File: config.mk
export PLATFORM = sky130hd
export DESIGN_NAME = ppi_host
export DESIGN_NICKNAME = d
export VERILOG_FILES = /design/src/ppi_host_pkg.sv /design/src/ppi_host.sv
export SDC_FILE = /design/constraint.sdc
export NUM_CORES = 1
export LEC_CHECK = 0
export BUFFER_PORTS_ARGS = -buffer_cell sky130_fd_sc_hd__buf_2
export CAP_MARGIN = 20
export CORE_MARGIN = 1
export CORE_UTILIZATION = 45
export DETAILED_ROUTE_END_ITERATION = 16
export GPL_ROUTABILITY_DRIVEN = 0
export HOLD_SLACK_MARGIN = 0.08
export PLACE_DENSITY_LB_ADDON = 0.1
export SETUP_SLACK_MARGIN = 0.4
export SYNTH_ARGS = -nofsm -noshare
export SYNTH_HDL_FRONTEND = slang
export SYNTH_SLANG_ARGS = --single-unit
File: constraint.sdc
create_clock -name clk_sys -period 2.8 [get_ports clk_sys]
set_input_delay 0.56 -clock clk_sys [delete_from_list [all_inputs] [get_ports clk_sys]]
set_output_delay 0.56 -clock clk_sys [all_outputs]
set_load 0.02 [all_outputs]
File: src/ppi_host_pkg.sv
// constants, pin carrier and state types for the parallel port host controller
package ppi_host_pkg;

    // clock and device bus timing, figures in ns
    localparam int unsigned CLK_PERIOD_NS  = 20;
    localparam int unsigned ADDR_SETUP_NS  = 60;   // select/address before strobe
    localparam int unsigned STROBE_NS      = 300;  // read or write strobe width
    localparam int unsigned DATA_HOLD_NS   = 40;   // address/data after strobe
    localparam int unsigned RECOVERY_NS    = 300;  // gap before next access

    // least time in whole cycles, never below one
    function automatic int unsigned ceilCycles(input int unsigned ns);
        int unsigned c;
        c = (ns + CLK_PERIOD_NS - 1) / CLK_PERIOD_NS;
        return (c < 1) ? 1 : c;
    endfunction : ceilCycles

    localparam logic [4:0] SETUP_CYC    = 5'(ceilCycles(ADDR_SETUP_NS));
    localparam logic [4:0] STROBE_CYC   = 5'(ceilCycles(STROBE_NS));
    localparam logic [4:0] HOLD_CYC     = 5'(ceilCycles(DATA_HOLD_NS));
    localparam logic [4:0] RECOVERY_CYC = 5'(ceilCycles(RECOVERY_NS));

    // controller register offsets (byte addresses, one word each)
    localparam logic [7:0] OFF_COMMAND  = 8'h00;
    localparam logic [7:0] OFF_STATUS   = 8'h04;
    localparam logic [7:0] OFF_READDATA = 8'h08;
    localparam logic [7:0] OFF_DEVRESET = 8'h0C;
    localparam logic [7:0] OFF_CONFIG   = 8'h10;
    localparam logic [7:0] OFF_BITOP    = 8'h14;

    // field positions
    localparam int unsigned CMD_SEL_LSB   = 8;   // command [9:8] port select
    localparam int unsigned CMD_READ_BIT  = 12;  // command [12] 1 = read
    localparam int unsigned ST_BUSY_BIT   = 0;
    localparam int unsigned ST_DONE_BIT   = 1;
    localparam int unsigned ST_REFUSE_BIT = 2;
    localparam int unsigned BITOP_SET_BIT = 3;   // bitop [2:0] bit, [3] set

    // device port select codes
    localparam logic [1:0] SEL_PORT_A  = 2'h0;
    localparam logic [1:0] SEL_PORT_B  = 2'h1;
    localparam logic [1:0] SEL_PORT_C  = 2'h2;
    localparam logic [1:0] SEL_CONTROL = 2'h3;

    // device control word facts
    localparam logic [7:0] CONFIG_RESET     = 8'h9B;
    localparam int unsigned CONTROL_FLAG_BIT = 7;

    // bus responses
    localparam logic [1:0] RESP_OKAY   = 2'h0;
    localparam logic [1:0] RESP_SLVERR = 2'h2;

    // device bus access phases
    typedef enum logic [2:0] {
        PH_IDLE, PH_SETUP, PH_STROBE, PH_HOLD, PH_RECOVER
    } busPhase_t;

    // everything driven toward the device pins
    typedef struct packed {
        logic       selectN;      // device select, active low
        logic       readN;        // read strobe, active low
        logic       writeN;       // write strobe, active low
        logic [1:0] portSelect;   // port_select_bit1, port_select_bit0
        logic [7:0] dataOut;      // host_data_bus value when driven
        logic       dataOe;       // high while the host drives the data bus
        logic       devReset;     // device reset, active high
    } devPins_t;

endpackage : ppi_host_pkg

File: src/ppi_host.sv
// host controller that drives a parallel port device from an axi4-lite slave
`timescale 1ns/1ps
// What this block does
// RL1: device reset loads config 9Bh, ports input
// RL2: select low enables strobes; else bus released
// RL3: read with select drives chosen item
// RL4: write with select loads chosen target
// RL5: select lines choose exactly one target
// RL6: data bus three-state, driven on reads
// RL7: control register is writable and readable
// RL8: control word reads back with D7 set
// RL9: group A: port A, upper C
// RL10: port A latches its input separately
// RL11: port B has latch and input buffer
// RL12: port C input unlatched, reads pins
// RL13: port C splits into two halves
// RL14: select lines come from address LSBs; here they come from command bits [9:8]
// RL15: control write clears output ports to zero
// RL16: mode change resets outputs and flags
// RL17: single write sets or clears port C bit
// RL18: host never asserts both strobes together
// RL19: D7 low write is bit op only
module ppi_host
    import ppi_host_pkg::*;
(
    input  wire logic        clk_sys,    // 50 MHz system clock
    input  wire logic        rst,        // synchronous, active high
    // axi4-lite slave
    input  wire logic [7:0]  awaddr,
    input  wire logic        awvalid,
    output logic             awready,
    input  wire logic [31:0] wdata,
    input  wire logic [3:0]  wstrb,
    input  wire logic        wvalid,
    output logic             wready,
    output logic [1:0]       bresp,
    output logic             bvalid,
    input  wire logic        bready,
    input  wire logic [7:0]  araddr,
    input  wire logic        arvalid,
    output logic             arready,
    output logic [31:0]      rdata,
    output logic [1:0]       rresp,
    output logic             rvalid,
    input  wire logic        rready,
    // device side
    output devPins_t         devPins,    // strobes, select, data, reset
    input  wire logic [7:0]  hostDataIn  // level of host_data_bus
);

    // whole state of the controller in one word
    typedef struct packed {
        busPhase_t   phase;      // device access phase
        logic [4:0]  count;      // cycles left in the phase after this one
        logic        isRead;     // current access is a read
        devPins_t    pins;       // registered device pins
        logic [7:0]  readData;   // last byte read from the device
        logic [7:0]  shadow;     // shadow of the last mode word
        logic        done;       // sticky: access finished
        logic        refused;    // sticky: command dropped
        logic        resetLevel; // software reset request
        logic        awready;
        logic        wready;
        logic        awTaken;    // write address held
        logic        wTaken;     // write data held
        logic [7:0]  awaddrHeld;
        logic [31:0] wdataHeld;
        logic [3:0]  wstrbHeld;
        logic        bvalid;
        logic [1:0]  bresp;
        logic        arready;
        logic        rvalid;
        logic [31:0] rdata;
        logic [1:0]  rresp;
    } ctrlState_t;

    ctrlState_t state;       // registered state
    ctrlState_t next_state;  // combinational next value

    // keep the old bytes where the strobe is low
    function automatic logic [31:0] byteMerge(
        input logic [31:0] oldWord,
        input logic [31:0] newWord,
        input logic [3:0]  strb
    );
        logic [31:0] merged;
        merged = oldWord;
        for (int i = 0; i < 4; i++)
        begin
            if (strb[i])
            begin
                merged[i*8 +: 8] = newWord[i*8 +: 8];
            end
        end
        return merged;
    endfunction : byteMerge

    // next-state logic: bus slave, command launch and device access
    always_comb
    begin
        logic [31:0] wordIn;     // write data after byte merge
        logic        launch;     // start a device access this cycle
        logic [1:0]  launchSel;  // target of that access
        logic [7:0]  launchData; // byte to send
        logic        launchRead; // access direction
        logic        setDone;    // access completes this cycle
        logic        setRefuse;  // a command was dropped this cycle
        logic        clrDone;
        logic        clrRefuse;
        wordIn     = 32'h0000_0000;
        launch     = 1'b0;
        launchSel  = SEL_PORT_A;
        launchData = 8'h00;
        launchRead = 1'b0;
        setDone    = 1'b0;
        setRefuse  = 1'b0;
        clrDone    = 1'b0;
        clrRefuse  = 1'b0;
        next_state = state;

        // address and data are taken in either order
        if (awvalid && state.awready)
        begin
            next_state.awTaken    = 1'b1;
            next_state.awaddrHeld = awaddr;
            next_state.awready    = 1'b0;
        end
        if (wvalid && state.wready)
        begin
            next_state.wTaken    = 1'b1;
            next_state.wdataHeld = wdata;
            next_state.wstrbHeld = wstrb;
            next_state.wready    = 1'b0;
        end

        // both halves held: apply the write and answer
        if (state.awTaken && state.wTaken && !state.bvalid)
        begin
            next_state.awTaken = 1'b0;
            next_state.wTaken  = 1'b0;
            next_state.bvalid  = 1'b1;
            next_state.bresp   = RESP_OKAY;
            wordIn = byteMerge(32'h0000_0000, state.wdataHeld,
                               state.wstrbHeld);
            if (state.awaddrHeld == OFF_COMMAND)
            begin
                // select lines come from command bits [9:8], not the address LSBs (see RL14)
                launch     = 1'b1;
                launchData = wordIn[7:0];
                launchSel  = wordIn[CMD_SEL_LSB +: 2];
                launchRead = wordIn[CMD_READ_BIT];
            end
            else if (state.awaddrHeld == OFF_STATUS)
            begin
                // write one to clear the sticky flags
                clrDone   = wordIn[ST_DONE_BIT];
                clrRefuse = wordIn[ST_REFUSE_BIT];
            end
            else if (state.awaddrHeld == OFF_DEVRESET)
            begin
                if (state.wstrbHeld[0])
                begin
                    next_state.resetLevel = wordIn[0];
                end
            end
            else if (state.awaddrHeld == OFF_BITOP)
            begin
                // single port C bit, D7 low marks it (see RL17)
                launch     = 1'b1;
                launchSel  = SEL_CONTROL;
                launchData = {4'h0, wordIn[2:0], wordIn[BITOP_SET_BIT]};
                launchRead = 1'b0;
            end
            else if (state.awaddrHeld != OFF_READDATA &&
                     state.awaddrHeld != OFF_CONFIG)
            begin
                next_state.bresp = RESP_SLVERR;  // unmapped
            end
        end

        // write response handshake reopens both channels
        if (state.bvalid && bready)
        begin
            next_state.bvalid  = 1'b0;
            next_state.awready = 1'b1;
            next_state.wready  = 1'b1;
        end

        // read channel: one read at a time, answer next cycle
        if (arvalid && state.arready)
        begin
            next_state.arready = 1'b0;
            next_state.rvalid  = 1'b1;
            next_state.rresp   = RESP_OKAY;
            next_state.rdata   = 32'h0000_0000;
            if (araddr == OFF_STATUS)
            begin
                next_state.rdata[ST_BUSY_BIT]   = (state.phase != PH_IDLE);
                next_state.rdata[ST_DONE_BIT]   = state.done;
                next_state.rdata[ST_REFUSE_BIT] = state.refused;
            end
            else if (araddr == OFF_READDATA)
            begin
                next_state.rdata[7:0] = state.readData;
            end
            else if (araddr == OFF_DEVRESET)
            begin
                next_state.rdata[0] = state.resetLevel;
            end
            else if (araddr == OFF_CONFIG)
            begin
                next_state.rdata[7:0] = state.shadow;
            end
            else if (araddr != OFF_COMMAND && araddr != OFF_BITOP)
            begin
                next_state.rresp = RESP_SLVERR;  // unmapped
            end
        end
        if (state.rvalid && rready)
        begin
            next_state.rvalid  = 1'b0;
            next_state.arready = 1'b1;
        end

        // device reset pin follows the request (see RL1)
        next_state.pins.devReset = state.resetLevel;
        if (state.resetLevel)
        begin
            // device reloads its control word; mirror it (see RL1)
            next_state.shadow = CONFIG_RESET;
        end

        // device access sequencer
        case (state.phase)
            PH_IDLE:
            begin
                // busy or device in reset: command is dropped
                if (launch && state.resetLevel)
                begin
                    setRefuse = 1'b1;
                end
                else if (launch)
                begin
                    // one select code per access (see RL5)
                    next_state.phase           = PH_SETUP;
                    next_state.count           = SETUP_CYC - 5'd1;
                    next_state.isRead          = launchRead;
                    next_state.pins.selectN    = 1'b0;      // see RL2
                    next_state.pins.portSelect = launchSel;
                    next_state.pins.dataOut    = launchData;
                    // drive only on writes; reads leave it (see RL6)
                    next_state.pins.dataOe     = !launchRead;
                end
            end
            PH_SETUP:
            begin
                if (launch)
                begin
                    setRefuse = 1'b1;
                end
                if (state.count == 5'd0)
                begin
                    // exactly one strobe low at a time (see RL18)
                    next_state.phase       = PH_STROBE;
                    next_state.count       = STROBE_CYC - 5'd1;
                    next_state.pins.readN  = !state.isRead;  // see RL3
                    next_state.pins.writeN = state.isRead;   // see RL4
                end
                else
                begin
                    next_state.count = state.count - 5'd1;
                end
            end
            PH_STROBE:
            begin
                if (launch)
                begin
                    setRefuse = 1'b1;
                end
                if (state.count == 5'd0)
                begin
                    // sample at the last low cycle of the read strobe
                    if (state.isRead)
                    begin
                        next_state.readData = hostDataIn;  // see RL3
                    end
                    next_state.phase       = PH_HOLD;
                    next_state.count       = HOLD_CYC - 5'd1;
                    next_state.pins.readN  = 1'b1;
                    next_state.pins.writeN = 1'b1;
                end
                else
                begin
                    next_state.count = state.count - 5'd1;
                end
            end
            PH_HOLD:
            begin
                if (launch)
                begin
                    setRefuse = 1'b1;
                end
                if (state.count == 5'd0)
                begin
                    // release select and bus together (see RL2)
                    next_state.phase        = PH_RECOVER;
                    next_state.count        = RECOVERY_CYC - 5'd1;
                    next_state.pins.selectN = 1'b1;
                    next_state.pins.dataOe  = 1'b0;
                    // only a mode word updates the shadow (see RL19)
                    if (!state.isRead &&
                        state.pins.portSelect == SEL_CONTROL &&
                        state.pins.dataOut[CONTROL_FLAG_BIT])
                    begin
                        next_state.shadow = state.pins.dataOut;  // see RL7
                    end
                end
                else
                begin
                    next_state.count = state.count - 5'd1;
                end
            end
            PH_RECOVER:
            begin
                if (launch)
                begin
                    setRefuse = 1'b1;
                end
                if (state.count == 5'd0)
                begin
                    next_state.phase = PH_IDLE;
                    setDone          = 1'b1;
                end
                else
                begin
                    next_state.count = state.count - 5'd1;
                end
            end
            default:
            begin
                next_state.phase = PH_IDLE;
            end
        endcase

        // sticky flags: a set in the clearing cycle wins
        next_state.done    = setDone   | (state.done    & ~clrDone);
        next_state.refused = setRefuse | (state.refused & ~clrRefuse);
    end

    // state register; reset holds the device in reset as well
    always_ff @(posedge clk_sys)
    begin
        if (rst)
        begin
            state            <= '0;
            state.phase      <= PH_IDLE;
            state.pins       <= '{selectN: 1'b1, readN: 1'b1,
                                  writeN: 1'b1, portSelect: 2'h0,
                                  dataOut: 8'h00, dataOe: 1'b0,
                                  devReset: 1'b1};
            state.shadow     <= CONFIG_RESET;
            state.resetLevel <= 1'b1;
            state.awready    <= 1'b1;
            state.wready     <= 1'b1;
            state.arready    <= 1'b1;
        end
        else
        begin
            state <= next_state;
        end
    end

    // every output straight from the state register
    assign awready = state.awready;
    assign wready  = state.wready;
    assign bvalid  = state.bvalid;
    assign bresp   = state.bresp;
    assign arready = state.arready;
    assign rvalid  = state.rvalid;
    assign rdata   = state.rdata;
    assign rresp   = state.rresp;
    assign devPins = state.pins;

endmodule : ppi_host

==> results by group, run 1 <==
Logic synthesis
  – Simple-Gate Fraction of Synth Area: 0.234
  – Primary FF master, synth: dfxtp_1
  – Largest family of logic cells by synthesized area: simple AND/OR/NAND/NOR gates
  – Yosys reg bits: slightly above 80
  – Synth area leader: dfxtp_1
  – YS warnings: 0
  – Unique cell type count in the Yosys netlist: 52
  – Most frequent cells after synthesis: dfxtp_1 (81), nand2_1 (59), a21oi_1 (52)
  – Cells after Synth: between 400 and 500
  – Compound-gate portion of the synthesized area: 0.176
  – Post-synthesis sequential area ratio: 0.414
  – Syn_area_per_cell: about 8.2 um2
  – Largest cells by area after synthesis: dfxtp_1 (41%), buf_4 (9.8%), a21oi_1 (6.6%)
  – Post-synth EDFFs: 0
  – Adder-cell area share of the yosys netlist: 0.00638
  – Cell Area, Synth: 0.00392 mm2
  – Synth Area in XOR/XNOR: 0.00670
  – Synth async-reset ratio: 0
  – Mux share of post-synthesis cell area: 0.0287
  – Top-area cell type share of the netlist area: 0.414
  – Most common cell in the netlist: dfxtp_1

Clock tree
  – Clock Latency Late Sink: around 0.35 ns
  – TritonCTS clock tree: done
  – PostCTS Resize Cnt: 0
  – Post CTS Setup Buffer Count: 0
  – H-tree levels: 3
  – Clock Path Buffers: 2
  – Root buffer cell: clkbuf_8
  – CTS Buf Count: 9
  – CTS sink count: just over 80
  – Clock transition at path regs: around 0.080 ns
  – Hold_buf cts: 0

Routing
  – Total routed wirelength: approximately 8.4 mm
  – Met3 WL: 486 um
  – Routed length per instance: around 13 um
  – Post-DRT Antenna Nets: 0
  – Via count: around 3200
  – Uppermost routed layer: met4
  – DRT Pass-1 Iters: 5
  – Post-route DRC: 0
  – Metal-1 WL: just over 4 mm
  – Vias/cell: 5.18
  – 1st-iter DRT viols: between 150 and 200
  – Met2 wire length: 3.76 mm

Die
  – Die width: around 95 um
  – Full die area: roughly 0.0091 mm2
  – Die height: approximately 95 um
  – Core area: between 0.008 and 0.009 mm2
  – Initial Util: 0.470
  – Row cnt: 33
  – Io pins: about 120

GRT
  – Initial antenna violation count: 0
  – Vias in the first global route: slightly below 3000
  – Total GRT Usage: 0.196
  – First-pass GRT wire length: ~14 mm
  – Largest net degree at the start of global routing: slightly below 60
  – Gr ovfl total: 0

Final layout
  – Synth-to-layout area growth: 9.64%
  – Utilization after layout: 0.515
  – Nets: slightly below 600
  – Fillers: between 800 and 900
  – Layout cells sized above 1: 0.207
  – Post-route insts no fill: between 600 and 700
  – ANT cells: 0
  – Design Area, Final: about 0.0043 mm2

STA
  – Worst Hold Margin: about 0.41 ns
  – Final Setup Violations: 0
  – Endpoints failing hold: 0
  – Slew margin rel.: 0.283
  – Fin Clk Skew: 0.00995 ns
  – Fin. max-slew vios: 0
  – Fin Setup TNS: 0 ns
  – Worst Max-Slew Pin Slew: between 1 and 1.5 ns
  – Tcrit/Tclk final: 0.753
  – Max Clk Rate: between 400 and 500 MHz
  – Final setup margin: around 0.69 ns
  – Tmin final: around 2.1 ns
  – Unrepaired setup endpoints after global routing: no

Flow run
  – Max_cap viols: 0

Critical path
  – WP buf/inv: 1
  – Crit Path Class: flop to flop
  – Worst-path maximum fanout: 7
  – Slowest stage cell, crit path: or4b_1
  – Crit-path cells: inv_1, ha_1, nor4b_4, nand3_4, or4b_1, nand3b_1, a21oi_1
  – Data arrival, critical path: approximately 2.3 ns
  – WP data required: ~3.0 ns
  – Slowest cell delay on critical path: roughly 0.67 ns
  – Startpoint types: flop
  – Delay-heaviest family, CP: simple AND/OR/NAND/NOR gates
  – CP Capture Type: flop

Min path
  – Worst min path class: input port to flop

Outcome
  – Outcome: finished, final reports clean

Power and ir drop
  – Leak Pwr: ~1.8 nW
  – Peak VDD IR: approximately 0.3 mV
  – Tot Pwr: 2.49 mW
  – Power per cell area: 579 mW/mm2

Placement
  – DP Worst Slack: approximately 0.72 ns
  – Placed cells: 607
  – Input/output buffers: 73
  – Placed instance area: roughly 0.004 mm2
  – Dpl hpwl: slightly above 6 mm
worst reg2reg max path: stages (launching register included):
cell and delay (ns):
dfxtp_1 0.33, inv_1 0.12, ha_1 0.20, nor4b_4 0.28, nand3_4 0.14, or4b_1 0.67
nand3b_1 0.15, a21oi_1 0.07
report_power, final:
group / internal [mW] / switching (mW) / leakage, nW
sequential: 1.19 / 0.0381 / 0.658
clock: 0.530 / 0.439 / 0.113
combinational: 0.113 / 0.184 / 1.06
logic make-up after synthesis:
family	after synthesis
AO/OA/AOI/OAI	109
XOR/XNOR	3
adder cells (fa/ha/maj)	2
buffers and inverters	87
flip-flops	81
multiplexers	11
other	1
AND/OR/NAND/NOR	182
flip-flops by register name, indices dropped and copies added, names as in the netlist:
register    count
devPins        15
state          50
rdata           8
awready         1
bvalid          1
arready         1
bresp           1
rvalid          1
next_state      1
wready          1
rresp           1
routing by layer:
metal  global-route usage  vias up
li1                     -     1655
met1                0.260     1461
met2                0.309      106
met3               0.0359        8
met4               0.0846        0
met5                    0        -
area by class of cell:
type | instances | area (um2) | area share
clock buffers | 10 | 138 | 0.0320
clock inverters | 6 | 90.1 | 0.0210
repair buffers | 80 | 418 | 0.0972
inverters | 8 | 30.0 | 0.00698
well taps | 105 | 131 | 0.0306
multi-input cells | 333 | 1870 | 0.435
flip-flops and latches | 81 | 1620 | 0.377
layout by cell type, fill, tap and decap left out, types with 3 or more instances in the layout:
| cell type | n |
|---|---|
| nor2_1 | 36 |
| buf_2 | 73 |
| a211oi_1 | 7 |
| and3_1 | 5 |
| o21ai_0 | 9 |
| nor3_1 | 17 |
| a21oi_1 | 52 |
| nand3_1 | 24 |
| buf_4 | 7 |
| o2bb2ai_1 | 3 |
| nor2b_1 | 6 |
| mux2i_1 | 9 |
| a22o_1 | 9 |
| nand2b_1 | 7 |
| nand2_1 | 59 |
| clkbuf_8 | 10 |
| nand4b_1 | 3 |
| o21bai_1 | 4 |
| conb_1 | 26 |
| nand3b_1 | 6 |
| a22oi_1 | 11 |
| inv_1 | 8 |
| or2_2 | 4 |
| dfxtp_1 | 81 |
path summary, 6_finish.rpt:
check                   from   endpoint  slack, ns  cells after the start
hold reg to reg    state[81]  state[81]       0.46                      2
setup reg to reg  state[122]  state[92]       0.69                      7
setup / recovery  state[122]  state[92]       0.69                      7
hold / removal        wvalid     wready       0.41                      2
(Power assumes the default switching activity.)
==> inputs of run 2 (changes only) <==
Clock period 2.8 ns to 2 ns, I/O delays scaled along.
==> run 2 against run 1 <==
Compared with the run above:
- die area unchanged
- highest routed layer unchanged
- clock skew increased by 0.0034 ns
- cell count up 3.9%
- setup slack worse by 0.47 ns
==> results by group, run 2 (same netlist as run 1, synthesis figures left out) <==
Final layout
  – Synth-to-layout area growth: 20.6%
  – Most common cell after layout, fill and taps aside: dfxtp_1
  – Fillers: 821 (-2.6%)
  – Nets: 606 (+4.1%)
  – Post-route insts no fill: 647 (+3.9%)
  – Most frequent cells in the layout: dfxtp_1 (74), buf_2 (73), nand2_1 (57)
  – Layout cells sized above 1: 0.321 (+0.114)
  – ANT cells: 0 (unchanged)
  – Top reg by flops: state
  – Largest register FFs: 50 (unchanged)

STA
  – Worst Max-Slew Pin Slew: 0.670 ns (-0.406 ns)
  – Tcrit/Tclk final: 0.889 (+0.136)
  – Fin. max-slew vios: 0 (unchanged)
  – Unrepaired setup endpoints after global routing: yes
  – Final Setup Violations: 0 (unchanged)
  – Slew margin rel.: 0.553 (+0.270)
  – Final setup margin: 0.223 ns (-0.469 ns)
  – Endpoints failing hold: 0 (unchanged)
  – Tmin final: 1.78 ns (-0.331 ns)
  – Fin Setup TNS: 0 ns (unchanged)
  – Max Clk Rate: 563 MHz (+19%)
  – Fin Clk Skew: 0.0133 ns (+0.00340 ns)

Routing
  – Post-route DRC: 0 (unchanged)
  – 1st-iter DRT viols: 142 (-14%)
  – DRT Pass-1 Iters: 4 (-1)
  – Routed length per instance: 13.8 um (+3.1%)
  – Vias/cell: 5.21 (+0.40%)
  – Total routed wirelength: 8.96 mm (+7.1%)
  – Via count: 3368 (+4.3%)
  – Post-DRT Antenna Nets: 0 (unchanged)

Die
  – Initial Util: 0.470 (unchanged)
  – Die height: 95.4 um (unchanged)
  – Full die area: 0.00909 mm2 (unchanged)
  – Die width: 95.4 um (unchanged)
  – Row cnt: 33 (unchanged)
  – Io pins: 123 (unchanged)
  – Core area: 0.00834 mm2 (unchanged)

Min path
  – Worst min-delay path startpoint: wvalid
  – Worst min path class: input port to flop
  – Hold EP: wready
  – Worst hold stages: 2 (unchanged)

Clock tree
  – H-tree levels: 3 (unchanged)
  – CTS Buf Count: 9 (unchanged)
  – Clock Latency Late Sink: 0.36 ns (about the same)
  – Clock transition at path regs: 0.10 ns (+0.02 ns)
  – Root buffer cell: clkbuf_8
  – Clock Path Buffers: 2 (unchanged)
  – TritonCTS clock tree: done
  – CTS sink count: 81 (unchanged)

Placement
  – Input/output buffers: 73 (unchanged)
  – Placed cells: 614 (+1.2%)
  – Dpl hpwl: 6.11 mm (+0.94%)
  – DP Worst Slack: 0.0699 ns (-0.650 ns)

Power and ir drop
  – Power per cell area: 758 mW/mm2 (+31%)
  – Flop pwr share: 0.479 (-0.012)
  – Switch share: 0.295 (+0.0294)
  – Switch Pwr: 1.06 mW (+60%)
  – Peak VDD IR: 0.361 mV (+19%)
  – Combinational fraction of design power: 0.169 (+0.050)
  – Clock power share: 0.353 (-0.036)
  – Leak Pwr: 1.99 nW (+8.7%)
  – Cell-internal power: 2.53 mW (+38%)

GRT
  – Total GRT Usage: 0.202 (+0.00620)
  – Gr ovfl total: 0 (unchanged)
  – Largest net degree at the start of global routing: 35 (-41%)
  – Initial antenna violation count: 0 (unchanged)
  – First-pass GRT wire length: 14.3 mm (+2.9%)
  – Vias in the first global route: 3018 (+2.9%)

Critical path
  – R2r endpoint: state[93]
  – CP Capture Type: flop
  – Data arrival, critical path: 2.03 ns (-0.27 ns)
  – Crit Path Class: flop to flop
  – Startpoint types: flop
  – Critical Path Start: state[123]
  – Worst-path maximum fanout: 7 (unchanged)
  – WP data required: 2.26 ns (-0.73 ns)
  – R2R cell count: 7 (unchanged)
  – R2R setup slack: 0.22 ns (-0.47 ns)
  – Reg-to-Reg Start: state[123]

Flow run
  – Max_cap viols: 0 (unchanged)

Outcome
  – Outcome: finished, final reports clean
## run 2: cell types whose count changed in the layout (fill, tap and decap cells not counted), sizes merged
cell / before / now
and3: 5 / 6
clkinv: 2 / 1
inv: 9 / 12
clkbuf: 10 / 9
buf: 80 / 103
bufinv: 2 / 1
## run 2: worst max path at each step
stage                             to  slack [ns]  depth (start not counted)
after global routing       state[92]        0.12                          7
after detailed placement  state[124]        0.07                          7
final                      state[93]        0.22                          7
after floorplan            state[90]        0.10                          8
after global placement    state[124]        0.08                          7
after CTS                  state[90]        0.23                          7
## run 2: layout make-up
cell class,instances,area (um2),share of cell area
Clock inverter,7,83.8,0.0177
Tap cell,105,131,0.0278
Sequential cell,81,1630,0.345
Timing Repair Buffer,103,614,0.130
Inverter,8,30.0,0.00635
Clock buffer,9,124,0.0262
Multi-Input combinational cell,334,2110,0.447
## run 2: metal layers
layer,GRT usage,part of all wire,up-vias
met4,0.0644,0.016,0
met5,0,0,-
met1,0.266,0.46,1552
li1,-,-,1704
met3,0.0463,0.052,13
met2,0.326,0.47,99
## run 2: worst max-delay path: stages, from the launching register on
cell and delay [ns]:
dfxtp_2 0.34, inv_2 0.07, ha_4 0.13, nor4b_4 0.27, nand3_4 0.12, or4b_4 0.55
nor2_1 0.12, o21bai_1 0.08
## run 2: metrics by stage
step | power (mW) | cell area, um2 | hold slack, ns | util
finish | 3.59 | 4730 | 0.263 | 0.567
CTS | 3.52 | 4530 | 0.251 | 0.543
global placement | 2.18 | 4190 | 0.433 | 0.503
detailed placement | 2.19 | 4190 | 0.450 | 0.503
global route | 3.76 | 4730 | 0.255 | 0.567
floorplan | 2.12 | 4120 | 0.416 | -
## run 2: what timing repair did
action                     in CTS  in global routing
pin swaps                       8                 17
setup endpoints to repair      31                 34
gates cloned                    0                  1
buffers inserted                8                  8
hold buffers                    0                  0
resized for setup              17                 27
## run 2: power groups by stage
| stage | sequential (mW) | clock, mW | combinational [mW] |
|---|---|---|---|
| after floorplan | 1.74 | 0 | 0.378 |
| after global placement | 1.75 | 0 | 0.434 |
| after detailed placement | 1.75 | 0 | 0.439 |
| after CTS | 1.72 | 1.30 | 0.506 |
| after global routing | 1.73 | 1.37 | 0.657 |
| final | 1.72 | 1.26 | 0.604 |
